### src/tsc_pkg.sv
// ==========================================================
// shared constants of the tone signaling control port
// ==========================================================
package tsc_pkg;
	// ======================================================
	// serial framing
	// ======================================================
	localparam int BYTE_BITS = 8; // bits per command byte
	localparam logic [2:0] BIT_LAST = 3'h7; // last bit index
	// ======================================================
	// command addresses (first byte of a frame)
	// ======================================================
	localparam logic [7:0] CMD_RESET = 8'h01; // general reset
	localparam logic [7:0] CMD_CTRL = 8'h30; // control, 1 byte
	localparam logic [7:0] CMD_TONE1 = 8'h31; // tone 1, 2 bytes
	localparam logic [7:0] CMD_TONE2 = 8'h32; // tone 2, 2 bytes
	localparam logic [7:0] CMD_STATUS = 8'h40; // status, 1 byte
	localparam logic [7:0] CMD_RXFREQ = 8'h41; // rx freq, 2 bytes
	// ======================================================
	// control byte fields
	// ======================================================
	localparam int CTRL_PS_TONE1 = 0; // tone 1 powersave
	localparam int CTRL_PS_TONE2 = 1; // tone 2 powersave
	localparam int CTRL_PS_RX = 2; // decoder powersave
	localparam int CTRL_PS_TIMER = 3; // timers powersave
	localparam int CTRL_TX_SW = 4; // tx sum switch
	localparam int CTRL_IEN_TIMER = 5; // timer irq enable
	localparam int CTRL_IEN_RX = 6; // rx measure irq enable
	localparam int CTRL_AUDIO_SW = 7; // audio switch
	localparam logic [7:0] CTRL_RESET_VAL = 8'h0f; // all asleep
	// ======================================================
	// status byte fields
	// ======================================================
	localparam int ST_GP = 0; // general timer expired
	localparam int ST_NOTONE = 1; // no-tone timer expired
	localparam int ST_RXMEAS = 2; // rx measurement done
	localparam int ST_LOGIC = 3; // logic input level
	// ======================================================
	// frequency limits in hz
	// ======================================================
	localparam logic [15:0] TX_FMIN = 16'h00d0; // 208
	localparam logic [15:0] TX_FMAX = 16'h0bb8; // 3000
	localparam logic [15:0] RX_FMIN = 16'h0139; // 313
	localparam logic [15:0] RX_FMAX = 16'h1770; // 6000
	localparam logic [15:0] TONE_RESET_VAL = 16'h0000; // notone
	// command decoder states
	typedef enum logic [1:0] {
		DEC_ADDR = 2'b00,
		DEC_WRITE = 2'b01,
		DEC_READ = 2'b10,
		DEC_IGNORE = 2'b11
	} dec_state_type;
endpackage : tsc_pkg

### src/tsc_ser_if.sv
`timescale 1ns/1ns
// ==========================================================
// byte level link between shifter and command decoder
// ==========================================================
interface tsc_ser_if;
	logic frame_start; // pulse: chip select went active
	logic byte_valid; // pulse: a full byte arrived
	logic [7:0] rx_byte; // received byte, msb first
	logic [7:0] tx_byte; // next reply byte
	logic reply_en; // reply pin may be driven
	modport shift (output frame_start, output byte_valid,
		output rx_byte, input tx_byte, input reply_en);
	modport dec (input frame_start, input byte_valid,
		input rx_byte, output tx_byte, output reply_en);
endinterface : tsc_ser_if

### src/tsc_ctrl_port.sv
`timescale 1ns/1ns
// Function
// - command bytes eight bits, msb first
// - reply bits shift out on host clock
// - reply pin high impedance unless sending
// - chip select bounds and aborts transfers
// - pending interrupt drives request pin low
// - interrupt pin is open drain, wire-or
// - three interrupt events flagged in status
// - powersaved functions raise no interrupt
// - control bits five, six gate interrupts
// - logic input level readable in status
// - control bit seven enables audio switch
// - tone one register sets tone one
// - tone two register sets tone two
// - transmit tones limited to 208-3000 hz
// - received tones reported within 313-6000 hz
// - control bit four gates transmit sum
module tsc_ctrl_port (
	input wire logic sys_clk,
	input wire logic rstn,
	input wire logic sclk,
	input wire logic cs_n,
	input wire logic cmd_data,
	output logic reply_out,
	output logic reply_oe_n,
	output logic irq_out,
	output logic irq_oe_n,
	input wire logic logic_in,
	input wire logic gp_timer_evt,
	input wire logic notone_evt,
	input wire logic rx_meas_evt,
	input wire logic [15:0] rx_meas_freq,
	output logic [15:0] tone1_freq,
	output logic [15:0] tone2_freq,
	output logic tone1_on,
	output logic tone2_on,
	output logic [3:0] powersave,
	output logic tx_sw_en,
	output logic audio_sw_en
);
	tsc_ser_if ser (); // byte link to the shifter
	tsc_pkg::dec_state_type st_reg; // decoder state
	logic [7:0] addr_reg; // address of this frame
	logic byte_idx_reg; // byte index after the address
	logic [7:0] hi_reg; // held high byte of a tone word
	logic [7:0] ctrl_reg; // control byte
	logic [2:0] flag_reg; // sticky event flags
	logic [2:0] flag_set; // events this cycle
	logic [2:0] flag_clr_reg; // flags reported in last read
	logic [2:0] irq_en; // per flag enable
	logic [2:0] lin_reg; // logic input synchroniser
	logic lin_f_reg; // accepted logic input level
	logic [15:0] rxf_reg; // last valid rx frequency
	logic [7:0] tx_byte_reg; // next reply byte
	logic reply_en_reg; // reply phase of the frame
	logic tone1_w; // tone 1 commit
	logic tone2_w; // tone 2 commit
	logic ctrl_w; // control commit
	logic gen_rst; // general reset command
	logic [15:0] tone_word; // assembled tone word

	// inclusive range test used for both directions
	function automatic logic in_range(input logic [15:0] v,
		input logic [15:0] lo, input logic [15:0] hi);
		in_range = (v >= lo) && (v <= hi);
	endfunction : in_range

	// ======================================================
	// serial shifter
	// ======================================================
	tsc_ser_shift u_shift (
		.sys_clk(sys_clk),
		.rstn(rstn),
		.sclk(sclk),
		.cs_n(cs_n),
		.cmd_data(cmd_data),
		.reply_out(reply_out),
		.reply_oe_n(reply_oe_n),
		.ser(ser.shift)
	);
	assign ser.tx_byte = tx_byte_reg;
	assign ser.reply_en = reply_en_reg;

	// ======================================================
	// command decoder
	// ======================================================
	assign tone_word = {hi_reg, ser.rx_byte};
	assign ctrl_w = ser.byte_valid && st_reg == tsc_pkg::DEC_WRITE
		&& addr_reg == tsc_pkg::CMD_CTRL;
	assign tone1_w = ser.byte_valid && st_reg == tsc_pkg::DEC_WRITE
		&& addr_reg == tsc_pkg::CMD_TONE1 && byte_idx_reg;
	assign tone2_w = ser.byte_valid && st_reg == tsc_pkg::DEC_WRITE
		&& addr_reg == tsc_pkg::CMD_TONE2 && byte_idx_reg;
	assign gen_rst = ser.byte_valid && st_reg == tsc_pkg::DEC_ADDR
		&& ser.rx_byte == tsc_pkg::CMD_RESET;

	// frame state: address byte first, then data bytes
	always_ff @(posedge sys_clk or negedge rstn) begin
		if (!rstn) begin
			st_reg <= tsc_pkg::DEC_ADDR;
			addr_reg <= 8'h00;
			byte_idx_reg <= 1'b0;
			hi_reg <= 8'h00;
		end else if (ser.frame_start) begin
			// each new frame restarts decoding
			st_reg <= tsc_pkg::DEC_ADDR;
			byte_idx_reg <= 1'b0;
		end else if (ser.byte_valid) begin
			unique case (st_reg)
				tsc_pkg::DEC_ADDR: begin
					addr_reg <= ser.rx_byte;
					byte_idx_reg <= 1'b0;
					unique case (ser.rx_byte)
						tsc_pkg::CMD_CTRL,
						tsc_pkg::CMD_TONE1,
						tsc_pkg::CMD_TONE2: st_reg <= tsc_pkg::DEC_WRITE;
						tsc_pkg::CMD_STATUS,
						tsc_pkg::CMD_RXFREQ: st_reg <= tsc_pkg::DEC_READ;
						default: st_reg <= tsc_pkg::DEC_IGNORE;
					endcase
				end
				tsc_pkg::DEC_WRITE: begin
					hi_reg <= ser.rx_byte;
					byte_idx_reg <= 1'b1;
					// extra bytes after a full write are ignored
					if (addr_reg == tsc_pkg::CMD_CTRL || byte_idx_reg) begin
						st_reg <= tsc_pkg::DEC_IGNORE;
					end
				end
				tsc_pkg::DEC_READ: begin
					byte_idx_reg <= 1'b1;
					if (addr_reg == tsc_pkg::CMD_STATUS || byte_idx_reg) begin
						st_reg <= tsc_pkg::DEC_IGNORE;
					end
				end
				tsc_pkg::DEC_IGNORE: begin
					st_reg <= tsc_pkg::DEC_IGNORE;
				end
			endcase
		end
	end

	// ======================================================
	// reply byte selection
	// ======================================================
	always_ff @(posedge sys_clk or negedge rstn) begin
		if (!rstn) begin
			tx_byte_reg <= 8'h00;
			reply_en_reg <= 1'b0;
			flag_clr_reg <= 3'h0;
		end else begin
			flag_clr_reg <= 3'h0;
			if (ser.frame_start) begin
				reply_en_reg <= 1'b0;
			end else if (ser.byte_valid && st_reg == tsc_pkg::DEC_ADDR) begin
				reply_en_reg <= 1'b0;
				if (ser.rx_byte == tsc_pkg::CMD_STATUS) begin
					tx_byte_reg <= {4'h0, lin_f_reg, flag_reg};
					flag_clr_reg <= flag_reg;
					reply_en_reg <= 1'b1;
				end else if (ser.rx_byte == tsc_pkg::CMD_RXFREQ) begin
					tx_byte_reg <= rxf_reg[15:8];
					reply_en_reg <= 1'b1;
				end
			end else if (ser.byte_valid && st_reg == tsc_pkg::DEC_READ) begin
				// the low half follows the high half of rx frequency
				tx_byte_reg <= rxf_reg[7:0];
				reply_en_reg <= addr_reg == tsc_pkg::CMD_RXFREQ && !byte_idx_reg;
			end else if (ser.byte_valid) begin
				reply_en_reg <= 1'b0;
			end
		end
	end

	// ======================================================
	// control and tone registers
	// ======================================================
	always_ff @(posedge sys_clk or negedge rstn) begin
		if (!rstn) begin
			ctrl_reg <= tsc_pkg::CTRL_RESET_VAL;
		end else if (gen_rst) begin
			ctrl_reg <= tsc_pkg::CTRL_RESET_VAL;
		end else if (ctrl_w) begin
			ctrl_reg <= ser.rx_byte;
		end
	end

	// tone words out of range mean no tone
	always_ff @(posedge sys_clk or negedge rstn) begin
		if (!rstn) begin
			tone1_freq <= tsc_pkg::TONE_RESET_VAL;
			tone2_freq <= tsc_pkg::TONE_RESET_VAL;
			tone1_on <= 1'b0;
			tone2_on <= 1'b0;
		end else if (gen_rst) begin
			tone1_freq <= tsc_pkg::TONE_RESET_VAL;
			tone2_freq <= tsc_pkg::TONE_RESET_VAL;
			tone1_on <= 1'b0;
			tone2_on <= 1'b0;
		end else begin
			if (tone1_w) begin
				tone1_freq <= tone_word;
				tone1_on <= in_range(tone_word, tsc_pkg::TX_FMIN,
					tsc_pkg::TX_FMAX);
			end
			if (tone2_w) begin
				tone2_freq <= tone_word;
				tone2_on <= in_range(tone_word, tsc_pkg::TX_FMIN,
					tsc_pkg::TX_FMAX);
			end
		end
	end

	// control bits reach pins through their own flops
	always_ff @(posedge sys_clk or negedge rstn) begin
		if (!rstn) begin
			powersave <= tsc_pkg::CTRL_RESET_VAL[3:0];
			tx_sw_en <= 1'b0;
			audio_sw_en <= 1'b0;
		end else begin
			powersave <= ctrl_reg[3:0];
			tx_sw_en <= ctrl_reg[tsc_pkg::CTRL_TX_SW];
			audio_sw_en <= ctrl_reg[tsc_pkg::CTRL_AUDIO_SW];
		end
	end

	// ======================================================
	// received frequency capture
	// ======================================================
	always_ff @(posedge sys_clk or negedge rstn) begin
		if (!rstn) begin
			rxf_reg <= 16'h0000;
		end else if (rx_meas_evt && !ctrl_reg[tsc_pkg::CTRL_PS_RX]
			&& in_range(rx_meas_freq, tsc_pkg::RX_FMIN, tsc_pkg::RX_FMAX)) begin
			rxf_reg <= rx_meas_freq;
		end
	end

	// ======================================================
	// events, flags and interrupt pin
	// ======================================================
	// timers and decoder asleep raise nothing
	assign flag_set[tsc_pkg::ST_GP] = gp_timer_evt
		&& !ctrl_reg[tsc_pkg::CTRL_PS_TIMER];
	assign flag_set[tsc_pkg::ST_NOTONE] = notone_evt
		&& !ctrl_reg[tsc_pkg::CTRL_PS_TIMER];
	assign flag_set[tsc_pkg::ST_RXMEAS] = rx_meas_evt
		&& !ctrl_reg[tsc_pkg::CTRL_PS_RX]
		&& in_range(rx_meas_freq, tsc_pkg::RX_FMIN, tsc_pkg::RX_FMAX);
	assign irq_en = {ctrl_reg[tsc_pkg::CTRL_IEN_RX],
		{2{ctrl_reg[tsc_pkg::CTRL_IEN_TIMER]}}};

	// set wins over the clear of a status read
	always_ff @(posedge sys_clk or negedge rstn) begin
		if (!rstn) begin
			flag_reg <= 3'h0;
		end else begin
			flag_reg <= (flag_reg & ~flag_clr_reg) | flag_set;
		end
	end

	// open drain: output low, enable low pulls the line
	always_ff @(posedge sys_clk or negedge rstn) begin
		if (!rstn) begin
			irq_out <= 1'b0;
			irq_oe_n <= 1'b1;
		end else begin
			irq_out <= 1'b0;
			irq_oe_n <= !(|(flag_reg & irq_en));
		end
	end

	// logic input synchroniser, read live in status
	always_ff @(posedge sys_clk or negedge rstn) begin
		if (!rstn) begin
			lin_reg <= 3'h0;
			lin_f_reg <= 1'b0;
		end else begin
			lin_reg <= {lin_reg[1:0], logic_in};
			if (lin_reg[1] == lin_reg[2]) begin
				lin_f_reg <= lin_reg[2];
			end
		end
	end
endmodule : tsc_ctrl_port

### src/tsc_ser_shift.sv
`timescale 1ns/1ns
// ==========================================================
// serial bit shifter on the host clock edges
// ==========================================================
module tsc_ser_shift (
	input wire logic sys_clk,
	input wire logic rstn,
	input wire logic sclk,
	input wire logic cs_n,
	input wire logic cmd_data,
	output logic reply_out,
	output logic reply_oe_n,
	tsc_ser_if.shift ser
);
	// three stage synchronisers, stage 1 feeds stage 2 only
	logic [2:0] m1_reg; // first stage: sclk, cs_n, data
	logic [2:0] m2_reg; // second stage
	logic [2:0] m3_reg; // third stage
	logic [2:0] f_reg; // accepted levels
	logic sclk_rise; // host clock rising edge
	logic sclk_fall; // host clock falling edge
	logic cs_act; // frame active
	logic [2:0] bit_cnt_reg; // bits of current byte
	logic [6:0] rx_sh_reg; // partial byte
	logic [7:0] tx_sh_reg; // reply shift
	logic fs_reg; // frame start pulse
	logic bv_reg; // byte valid pulse
	logic [7:0] rb_reg; // received byte

	// ======================================================
	// pin synchronisers
	// ======================================================
	always_ff @(posedge sys_clk or negedge rstn) begin
		if (!rstn) begin
			m1_reg <= 3'h3;
			m2_reg <= 3'h3;
			m3_reg <= 3'h3;
			f_reg <= 3'h3;
		end else begin
			m1_reg <= {cmd_data, cs_n, sclk};
			m2_reg <= m1_reg;
			m3_reg <= m2_reg;
			// a change counts once stages two and three agree
			for (int i = 0; i < 3; i++) begin
				if (m2_reg[i] == m3_reg[i]) begin
					f_reg[i] <= m3_reg[i];
				end
			end
		end
	end

	// edges from accepted levels only
	assign sclk_rise = (m2_reg[0] == m3_reg[0]) && m3_reg[0] && !f_reg[0];
	assign sclk_fall = (m2_reg[0] == m3_reg[0]) && !m3_reg[0] && f_reg[0];
	assign cs_act = !f_reg[1];

	// ======================================================
	// command byte shifting, msb first
	// ======================================================
	always_ff @(posedge sys_clk or negedge rstn) begin
		if (!rstn) begin
			bit_cnt_reg <= 3'h0;
			rx_sh_reg <= 7'h00;
			bv_reg <= 1'b0;
			rb_reg <= 8'h00;
		end else begin
			bv_reg <= 1'b0;
			if (!cs_act) begin
				// frame end or abort drops a partial byte
				bit_cnt_reg <= 3'h0;
			end else if (sclk_rise) begin
				rx_sh_reg <= {rx_sh_reg[5:0], f_reg[2]};
				bit_cnt_reg <= bit_cnt_reg + 3'h1;
				if (bit_cnt_reg == tsc_pkg::BIT_LAST) begin
					rb_reg <= {rx_sh_reg, f_reg[2]};
					bv_reg <= 1'b1;
				end
			end
		end
	end

	// frame start detection
	always_ff @(posedge sys_clk or negedge rstn) begin
		if (!rstn) begin
			fs_reg <= 1'b0;
		end else begin
			fs_reg <= (m2_reg[1] == m3_reg[1]) && !m3_reg[1] && f_reg[1];
		end
	end

	// ======================================================
	// reply shifting on falling host clock edges
	// ======================================================
	always_ff @(posedge sys_clk or negedge rstn) begin
		if (!rstn) begin
			tx_sh_reg <= 8'h00;
			reply_out <= 1'b0;
		end else if (cs_act && sclk_fall) begin
			// a byte boundary loads the next reply byte
			if (bit_cnt_reg == 3'h0) begin
				reply_out <= ser.tx_byte[7];
				tx_sh_reg <= {ser.tx_byte[6:0], 1'b0};
			end else begin
				reply_out <= tx_sh_reg[7];
				tx_sh_reg <= {tx_sh_reg[6:0], 1'b0};
			end
		end
	end

	// drive only inside a frame and only for reply bytes
	always_ff @(posedge sys_clk or negedge rstn) begin
		if (!rstn) begin
			reply_oe_n <= 1'b1;
		end else begin
			reply_oe_n <= !(cs_act && ser.reply_en);
		end
	end

	assign ser.frame_start = fs_reg;
	assign ser.byte_valid = bv_reg;
	assign ser.rx_byte = rb_reg;
endmodule : tsc_ser_shift

### config.mk
export PLATFORM = sky130hd
export DESIGN_NAME = tsc_ctrl_port
export DESIGN_NICKNAME = d
export VERILOG_FILES = /design/src/tsc_pkg.sv /design/src/tsc_ser_if.sv /design/src/tsc_ctrl_port.sv /design/src/tsc_ser_shift.sv
export SDC_FILE = /design/constraint.sdc
export NUM_CORES = 1
export LEC_CHECK = 0
export ABC_AREA = 1
export BUFFER_PORTS_ARGS = -buffer_cell sky130_fd_sc_hd__buf_4
export CAP_MARGIN = 20
export CORE_AREA = 4 4 75 146
export CTS_BUF_LIST = sky130_fd_sc_hd__clkbuf_8
export DETAILED_ROUTE_END_ITERATION = 12
export DIE_AREA = 0 0 79 150
export PLACE_DENSITY = 0.85
export SYNTH_ARGS = -nofsm -noshare
export SYNTH_HDL_FRONTEND = slang
export SYNTH_SLANG_ARGS = --single-unit
### constraint.sdc
create_clock -name sys_clk -period 2.6 [get_ports sys_clk]
set_clock_uncertainty 0.05 [all_clocks]
set_input_delay 0.26 -clock sys_clk [delete_from_list [all_inputs] [get_ports sys_clk]]
set_output_delay 0.26 -clock sys_clk [all_outputs]
set_load 0.01 [all_outputs]
==> flow_summary.toml, run 1 <==
[critical_path]
cp_cell_sequence = "inv_1, ha_1, nand2_4, clkinv_2, nand4_2, nor2_4, inv_4, nand2_4, inv_2, nand2_1, nand2_1"
timing.rr.end = "tone2_freq[2]"
worstSetupEndpointType = "flip-flop"
startpoint_type = "flip-flop"
path_class = "reg -> reg"
cp_num_buf_inv = 4
ff2ff_path_depth = 11
r2r_start = "st_reg[1]"
critical_path_arrival_ns = 2.44
critPathMaxStageDelay_ns = 0.43
slowest_stage = "dfrtp_1"
crit_cells = 11
crit_path_max_fanout = 17
required_ns = 2.88
crit_family = "simple AND/OR/NAND/NOR gates"
reg2reg_slack_ns = 0.44

[clock_tree]
cts.sinks = 144
numCtsBuffers = 17
clkSlewWorstSetupHoldPaths_ns = 0.07
postCtsSetupBuffers = 0
clk_latency_ns = 0.45
ctsHoldBuffers = 5
root_buffer = "clkbuf_8"
cts_resized = 0
cts_tree = "done"
clk_path_buf_depth = 2
htreeDepth = 4

[drt]
drt-total-wl_mm = 14.1
ant_nets = 0
drtPass1Iterations = 6
viasPerCell = 5.40
drt_iter0_drc = 393
vias = 5118
drc = 0
wl_per_cell_um = 14.9

[global_route]
antenna_found_initial = 0
grt_max_degree = 76
grt_usage_pct = 25.8
grt_pass1_vias = 5177
grt_first_pass_wirelength_mm = 23.3
overflow = 0

[hold_path]
hold_path.class = "in -> reg"
worstHoldPathCells = 3
min_to = "flag_reg[0]"
hold_start = "gp_timer_evt"

[synthesis]
syn_area_um2 = 6230
syn_avg_cell_area_um2 = 8.58
yosys_register_bits = 144
syn_nets = 761
syn_inst = 726
yosysWarnings = 0
synth-seq-area-share_pct = 58.2
yosysUniqueCellTypes = 31

[timing]
setup_violations = 0
layout_setup_ws_ns = 0.441
min_period_ns = 2.16
max_freq_mhz = 463
slew-limit-headroom_pct = 43.1
rsz0062_at_grt = "no"
final-max-slew-violation-count = 0
worst_slew_pin_slew_ns = 0.850
hold_viol_final = 0
post-route-period-util_pct = 83.0
tns_ns = 0

[layout]
multiInputGateArea_um2 = 2180
final_cell_mix = "276 x nand2_1, 126 x dfrtp_1, 75 x inv_1"
area_delta_synth_final_pct = 17.7
antenna_cells = 0
layout.nets = 837
fill_cells = 745
finalNonFillerCells = 947
final_common_cell = "nand2_1"
regArea_um2 = 3630
drive_gt1_share_pct = 17.4

[run_status]
status = "complete, no violations"

[power_and_ir_drop]
power_density_nw_per_um2 = 659
power_mw = 4.83
irDropWorstVdd_mv = 0.486
leakage_nw = 3.86

[job]
drv_cap = 0

[floorplanning]
initial_utilization_pct = 63.4
die-width_um = 79
core_um2 = 9830
dieArea_um2 = 11900
die_height_um = 150
io_pins = 69
rows = 51

[place]
pre_cts_ws_ns = 0.510
gp_congestion = 0.937
portBuffers = 67
dp_hpwl_mm = 10.3
placed_cells = 910
-- stage by stage --
stage | instance area, um^2 | util [%] | hold slack, ns
after floorplan | 6230 | - | -0.0856
after global placement | 6830 | 69.5 | 0.250
after detailed placement | 6830 | 69.5 | 0.255
after CTS | 7330 | 74.6 | 0.00714
after global routing | 7330 | 74.6 | 0.0189
final | 7330 | 74.6 | 0.0370
-- layer usage --
metal  vias up  part of all wire [%]  global-route usage, %
li1       2419                     -                      -
met1      2423                    35                   25.2
met2       198                    55                   47.1
met3        78                   4.2                   5.96
met4         0                   6.3                   17.0
met5         -                     0                      0
-- worst reg2reg max path, delay by kind of cell (launching register included) --
family,cells,cell delay (ns)
adders and majority gates,1,0.25
buffers and inverters,4,0.53
DFF,1,0.43
and+or+nand+nor,6,0.77
-- synth_stat cells --
library cell	number	area, um^2
nand3_1	21	105
or2_0	1	6.26
buf_6	2	22.5
inv_2	2	7.51
maj3_1	2	20.0
ha_1	10	125
dfstp_2	18	473
nand2b_1	1	6.26
clkbuf_1	6	22.5
conb_1	1	3.75
nor2_1	57	214
a31oi_1	8	50.1
nor2_2	1	6.26
nand3_2	1	10.0
nand2_1	276	1040
inv_4	2	12.5
nor3_1	11	55.1
clkinv_2	1	5.00
inv_1	73	274
buf_4	7	52.6
o21ai_0	52	260
nand4_2	1	12.5
o22ai_1	2	12.5
a21oi_1	5	25.0
buf_2	5	25.0
dfrtp_1	126	3150
nand2_2	10	62.6
nor2_4	1	11.3
nand4_1	19	119
o2111ai_1	1	8.76
nand2_4	3	33.8
-- cell type report --
| class | instances | share of cell area, % |
|---|---|---|
| Sequential cell | 144 | 49.5 |
| Multi-Input combinational cell | 484 | 29.8 |
| Timing Repair Buffer | 77 | 8.28 |
| Inverter | 78 | 4.08 |
| Clock buffer | 17 | 3.19 |
| Clock inverter | 15 | 2.95 |
| Tap cell | 132 | 2.25 |
-- where the power goes --
| group | leakage (nW) | switching (mW) | internal, mW |
|---|---|---|---|
| logic | 1.76 | 0.224 | 0.139 |
| registers | 1.88 | 0.0902 | 2.40 |
| clock network | 0.225 | 0.845 | 1.14 |
| total | 3.86 | 1.16 | 3.67 |
-- worst max-delay path by stage --
stage,startpoint,to,slack [ns]
after global routing,st_reg[0],tone2_freq[2],0.33
final,st_reg[1],tone2_freq[2],0.44
after global placement,st_reg[0],tone2_freq[6],0.64
after detailed placement,st_reg[1],tone2_freq[1],0.51
after CTS,st_reg[1],tone2_freq[2],0.48
after floorplan,st_reg[0],tone1_freq[10],0.95
-- kinds of logic (layout without fill, tap and decap cells) --
| kind of cell | after synthesis | after routing | synth area share [%] |
|---|---|---|---|
| buf+inv | 98 | 187 | 6.77 |
| fa+ha+maj | 12 | 12 | 2.33 |
| compound gates | 68 | 68 | 5.72 |
| flops | 144 | 144 | 58.2 |
| other cells | 1 | 1 | 0.0602 |
| simple gates | 403 | 403 | 26.9 |
(Power assumes the default switching activity.)
==> run 2, diff against run 1 <==
--- a/config.mk
+++ b/config.mk
@@ -5,14 +5,14 @@
 export SDC_FILE = /design/constraint.sdc
 export NUM_CORES = 1
 export LEC_CHECK = 0
-export ABC_AREA = 1
+export ABC_AREA = 0
 export BUFFER_PORTS_ARGS = -buffer_cell sky130_fd_sc_hd__buf_4
 export CAP_MARGIN = 20
-export CORE_AREA = 4 4 75 146
+export CORE_AREA = 4 4 76 149
 export CTS_BUF_LIST = sky130_fd_sc_hd__clkbuf_8
 export DETAILED_ROUTE_END_ITERATION = 12
-export DIE_AREA = 0 0 79 150
-export PLACE_DENSITY = 0.85
+export DIE_AREA = 0 0 80 153
+export PLACE_DENSITY = 0.8
 export SYNTH_ARGS = -nofsm -noshare
 export SYNTH_HDL_FRONTEND = slang
 export SYNTH_SLANG_ARGS = --single-unit
==> constraint.sdc (replaced) <==
create_clock -name sys_clk -period 2.2 [get_ports sys_clk]
set_clock_uncertainty 0.05 [all_clocks]
set_input_delay 0.22 -clock sys_clk [delete_from_list [all_inputs] [get_ports sys_clk]]
set_output_delay 0.22 -clock sys_clk [all_outputs]
set_load 0.01 [all_outputs]
==> run 2 against run 1 <==
  * Final cell count fell by 20%
  * Final area rose by 0.10%
  * Critical path depth fell by 3
  * Synthesized cell count fell by 31%
  * Hold slack improved by 0.00095 ns
  * Power rose by 12%
  * Register-to-register slack got worse by 0.28 ns
  * Combinational power rose by 15%
  * Clock-buffer cell count rose by 1
  * Clock power rose by 6%
==> flow_summary.toml, run 2 <==
[run_status]
status = "complete, no violations"

[synthesis]
syn_area_um2 = 5970
synth_top_area_share_pct = 52.8
post-synth-top-count-cell = "dfrtp_1"
synth_edf_count = 0
syn_nets = 533
synth_common_cells = "126 x dfrtp_1, 59 x nand2_1, 38 x mux2_2"
yosysWarnings = 0
syn_avg_cell_area_um2 = 12.0
synth-seq-area-share_pct = 60.7
yosysUniqueCellTypes = 55
yosys_register_bits = 144
synth_top_flop_cell = "dfrtp_1"
ys_async_sr_fraction_pct = 100
syn_inst = 498
synth_area_leaders = "dfrtp_1 53%, dfstp_2 7.9%, mux2_2 7.2%, mux2i_1 4.4%, nand2_1 3.7%"
synth_area_leader_cell = "dfrtp_1"

[timing]
setup_violations = 0
tns_ns = 0
final-max-slew-violation-count = 0
slew-limit-headroom_pct = 60.0
worst_slew_pin_slew_ns = 0.596
min_period_ns = 2.08
post-route-period-util_pct = 94.4
layout_setup_ws_ns = 0.122
rsz0062_at_grt = "no"
max_freq_mhz = 481
hold_viol_final = 0

[floorplanning]
io_pins = 69
initial_utilization_pct = 58.9
die-width_um = 80
dieArea_um2 = 12200
die_height_um = 153
rows = 52
core_um2 = 10100

[power_and_ir_drop]
irDropWorstVdd_mv = 0.661
power_density_nw_per_um2 = 740
power_mw = 5.43
leakage_nw = 3.67

[critical_path]
crit_family = "buffers and inverters"
slowest_stage = "dlygate4sd3_1"
cp_num_buf_inv = 3
cp_cell_sequence = "dlygate4sd3_1, buf_4, nor3_2, nand4_1, a2bb2oi_2, and4b_1, buf_12, mux2_2"
path_class = "in -> reg"
critical_path_arrival_ns = 2.35
critPathMaxStageDelay_ns = 0.55
required_ns = 2.48
startpoint_type = "input pin"
crit_path_max_fanout = 17
worstSetupEndpointType = "flip-flop"

[global_route]
grt_pass1_vias = 4580
grt_usage_pct = 24.8
grt_max_degree = 54
antenna_found_initial = 0
overflow = 0
grt_first_pass_wirelength_mm = 23.1

[place]
pre_cts_ws_ns = 0.0973
portBuffers = 67
dp_hpwl_mm = 10.2
gp_congestion = 0.847
placed_cells = 701

[clock_tree]
root_buffer = "clkbuf_8"
htreeDepth = 4
clk_latency_ns = 0.45
cts.sinks = 144
clk_path_buf_depth = 2
clkSlewWorstSetupHoldPaths_ns = 0.08
numCtsBuffers = 17
cts_tree = "done"

[layout]
area_delta_synth_final_pct = 22.9
final_cell_mix = "126 x dfrtp_1, 91 x buf_4, 59 x nand2_1"
final_common_cell = "dfrtp_1"
finalNonFillerCells = 753
antenna_cells = 0
layout.nets = 640
drive_gt1_share_pct = 31.6

[drt]
drt_iter0_drc = 203
drtPass1Iterations = 4
wl_per_cell_um = 18.8
viasPerCell = 5.60
vias = 4215
ant_nets = 0
drt-total-wl_mm = 14.1
drc = 0

[hold_path]
hold_path.class = "in -> reg"

[job]
drv_cap = 0
-- run 2: metrics by stage --
step / instance area [um^2] / hold WS [ns] / util [%]
after floorplan: 5970 / -0.126 / -
after global placement: 6730 / 0.147 / 66.3
after detailed placement: 6730 / 0.155 / 66.3
after CTS: 7330 / 0.00558 / 72.3
after global routing: 7340 / 0.0461 / 72.3
final: 7340 / 0.0380 / 72.3
-- run 2: layer usage --
| layer | vias up | share of wire, % | global-route usage (%) | routed length [um] |
|---|---|---|---|---|
| li1 | 1938 | - | - | - |
| met2 | 132 | 56 | 43.4 | 7920 |
| met4 | 0 | 4.6 | 13.4 | 645 |
| met1 | 2101 | 36 | 27.1 | 5030 |
| met5 | - | 0 | 0 | 0 |
| met3 | 44 | 3.9 | 5.59 | 555 |
-- run 2: path summary, 6_finish.rpt --
kind / from / to / slack, ns / cells past startpoint
worst max-delay path: rx_meas_freq[2] / rxf_reg[5] / 0.12 / 8
worst min-delay path: rx_meas_freq[9] / rxf_reg[9] / 0.04 / 3
worst max register to register: u_shift.ser.rx_byte[1] / ser.tx_byte[3] / 0.16 / 5
worst min register to register: lin_reg[0] / lin_reg[1] / 0.30 / 0
max in group asynchronous: rstn / powersave[2] / 1.12 / 3
min in group asynchronous: rstn / u_shift.tx_sh_reg[4] / 0.25 / 2
-- run 2: kinds of logic after synthesis --
family          Yosys count  share of synthesized area, %
xor+xnor                  1                         0.147
flops                   144                          60.7
compound gates           80                          8.04
simple gates            146                          12.2
mux                      69                          12.8
buf+inv                  45                          3.64
fa+ha+maj                12                          2.43
other cells               1                        0.0628
-- run 2: repair_timing --
action	in CTS	in global routing
hold buffers	20	0
resized for setup	0	1
endpoints found under the setup margin	0	12
setup buffers	0	0
endpoints found under the hold margin	61	0
-- run 2: cell type report --
class	count	area, um^2
Timing Repair Buffer	114	935
Clock buffer	18	248
Clock inverter	14	155
Multi-Input combinational cell	309	2130
Sequential cell	144	3630
Inverter	19	71.3
Fill cell	711	2810
Tap cell	135	169
-- run 2: worst min-delay path, cell delays in order --
cell and delay (ns):
buf_4 0.12, nand3_1 0.08, o22ai_1 0.07
-- run 2: where the power goes --
group / internal (mW) / switching, mW / leakage, nW
combinational: 0.227 / 0.191 / 1.58
sequential: 2.80 / 0.110 / 1.88
clock: 1.06 / 1.05 / 0.205
total: 4.08 / 1.35 / 3.67
==> run 3, diff against run 2 <==
--- a/config.mk
+++ b/config.mk
@@ -10,9 +10,11 @@
 export CAP_MARGIN = 20
 export CORE_AREA = 4 4 76 149
 export CTS_BUF_LIST = sky130_fd_sc_hd__clkbuf_8
+export CTS_CLUSTER_DIAMETER = 200
 export DETAILED_ROUTE_END_ITERATION = 12
 export DIE_AREA = 0 0 80 153
 export PLACE_DENSITY = 0.8
+export REMOVE_ABC_BUFFERS = 1
 export SYNTH_ARGS = -nofsm -noshare
 export SYNTH_HDL_FRONTEND = slang
 export SYNTH_SLANG_ARGS = --single-unit
==> run 3 against run 2 <==
  * Worst setup slack got worse by 0.052 ns
  * Critical path depth decreased by 3
  * Sequential share of layout area increased by 0.22 points
  * Power decreased by 1.9%
  * Clock power decreased by 4%
  * Clock-buffer cell count decreased by 1
  * Sequential power about the same
  * Sequential cell count unchanged
  * Largest cell class unchanged
  * Largest power group unchanged
==> flow_summary.toml, run 3 (synthesized netlist as in run 2, its figures left out) <==
[layout]
layout.nets = 639
final_cell_mix = "126 x dfrtp_1, 91 x buf_4, 59 x nand2_1"
finalNonFillerCells = 752
post-route-util_pct = 72.0
drive_gt1_share_pct = 31.9
area_delta_synth_final_pct = 22.3
final_common_cell = "dfrtp_1"
antenna_cells = 0
post-route-cell-area_um2 = 7310

[global_route]
grt_usage_pct = 24.2
grt_first_pass_wirelength_mm = 22.7
grt_max_degree = 60
overflow = 0
antenna_found_initial = 0
grt_pass1_vias = 4480

[floorplanning]
die-width_um = 80
initial_utilization_pct = 58.9
rows = 52
die_height_um = 153
dieArea_um2 = 12200
core_um2 = 10100
io_pins = 69

[drt]
drt-total-wl_mm = 13.8
viasPerCell = 5.57
drtPass1Iterations = 4
ant_nets = 0
drt_iter0_drc = 235
wl_per_cell_um = 18.3
vias = 4189
drc = 0

[clock_tree]
clk_latency_ns = 0.45
htreeDepth = 4
postCtsSetupBuffers = 0
root_buffer = "clkbuf_8"
cts.sinks = 144
clk_path_buf_depth = 2
numCtsBuffers = 17
clkSlewWorstSetupHoldPaths_ns = 0.09
cts_tree = "done"

[timing]
worst_slew_pin_slew_ns = 0.606
min_period_ns = 2.13
final-max-slew-violation-count = 0
max_freq_mhz = 469
setup_violations = 0
hold_viol_final = 0
whs_ns = 0.0225
slew-limit-headroom_pct = 59.5
rsz0062_at_grt = "no"
tns_ns = 0
layout_setup_ws_ns = 0.0700
post-route-period-util_pct = 96.8

[place]
portBuffers = 67
gp_congestion = 0.870
place_area_um2 = 6710
placed_cells = 700
pre_cts_ws_ns = -0.00118
dp_hpwl_mm = 9.71

[critical_path]
required_ns = 2.47
cp_cell_sequence = "nor4_1, a21boi_0, o21a_1, o21a_1, a211oi_1"
critPathMaxStageDelay_ns = 0.55
slowest_stage = "nor4_1"
path_common_cell = "o21a_1"
crit_family = "compound AO/OA/AOI/OAI gates"
worstSetupEndpointType = "flip-flop"
startpoint_type = "flip-flop"
crit_path_max_fanout = 4
critical_path_arrival_ns = 2.40
cp_num_buf_inv = 0
reg2reg_slack_ns = 0.07
path_class = "reg -> reg"

[power_and_ir_drop]
power_mw = 5.33
irDropWorstVdd_mv = 0.545
leakage_nw = 3.65
power_density_nw_per_um2 = 729

[hold_path]
hold_path.class = "in -> reg"

[run_status]
status = "complete, no violations"

[job]
drv_cap = 0
[run 3: cell count changes in the layout (fill, tap and decap cells not counted), sizes merged]
cell and delta:
clkinv +2, clkinvlp -1, inv +1, buf -1
bufinv -1, clkbuf -1
[run 3: cell type report]
type / instances / area, um^2
Tap cell: 135 / 169
Inverter: 19 / 71.3
Multi-Input combinational cell: 309 / 2140
Timing Repair Buffer: 113 / 915
Clock inverter: 15 / 146
Clock buffer: 17 / 234
Fill cell: 756 / 2840
Sequential cell: 144 / 3630
[run 3: power breakdown]
part           total, mW  internal [mW]  switching [mW]
sequential          2.91           2.80           0.111
clock               2.01          0.925            1.09
combinational      0.403          0.225           0.179
[run 3: timing repair]
action,CTS,global route
hold endpoints to repair,59,0
gates resized for setup,1,2
setup endpoints to repair,3,16
hold buffers,20,0
[run 3: worst paths after layout]
check	startpoint	cells past startpoint	end
worst max-delay path	addr_reg[0]	5	st_reg[0]
worst min-delay path	rx_meas_freq[9]	3	rxf_reg[9]
worst max register to register	addr_reg[0]	5	st_reg[0]
worst min register to register	u_shift.m1_reg[2]	0	u_shift.m2_reg[2]
max in group asynchronous	rstn	3	u_shift.m2_reg[0]
min in group asynchronous	rstn	2	u_shift.m3_reg[2]
[run 3: tightest hold or removal path: cells and delay by family]
| family | cells | cell delay, ns |
|---|---|---|
| AOI/OAI and AO/OA | 1 | 0.07 |
| buffers and inverters | 1 | 0.12 |
| and+or+nand+nor | 1 | 0.07 |
[run 3: layer usage]
layer  track usage (%)  vias to the layer above  share of wire [%]
met5                 0                        -                  0
met4              11.0                        0                3.2
met3              4.83                       35                4.2
met2              43.4                      115                 56
met1              26.8                     2102                 37
li1                  -                     1937                  -
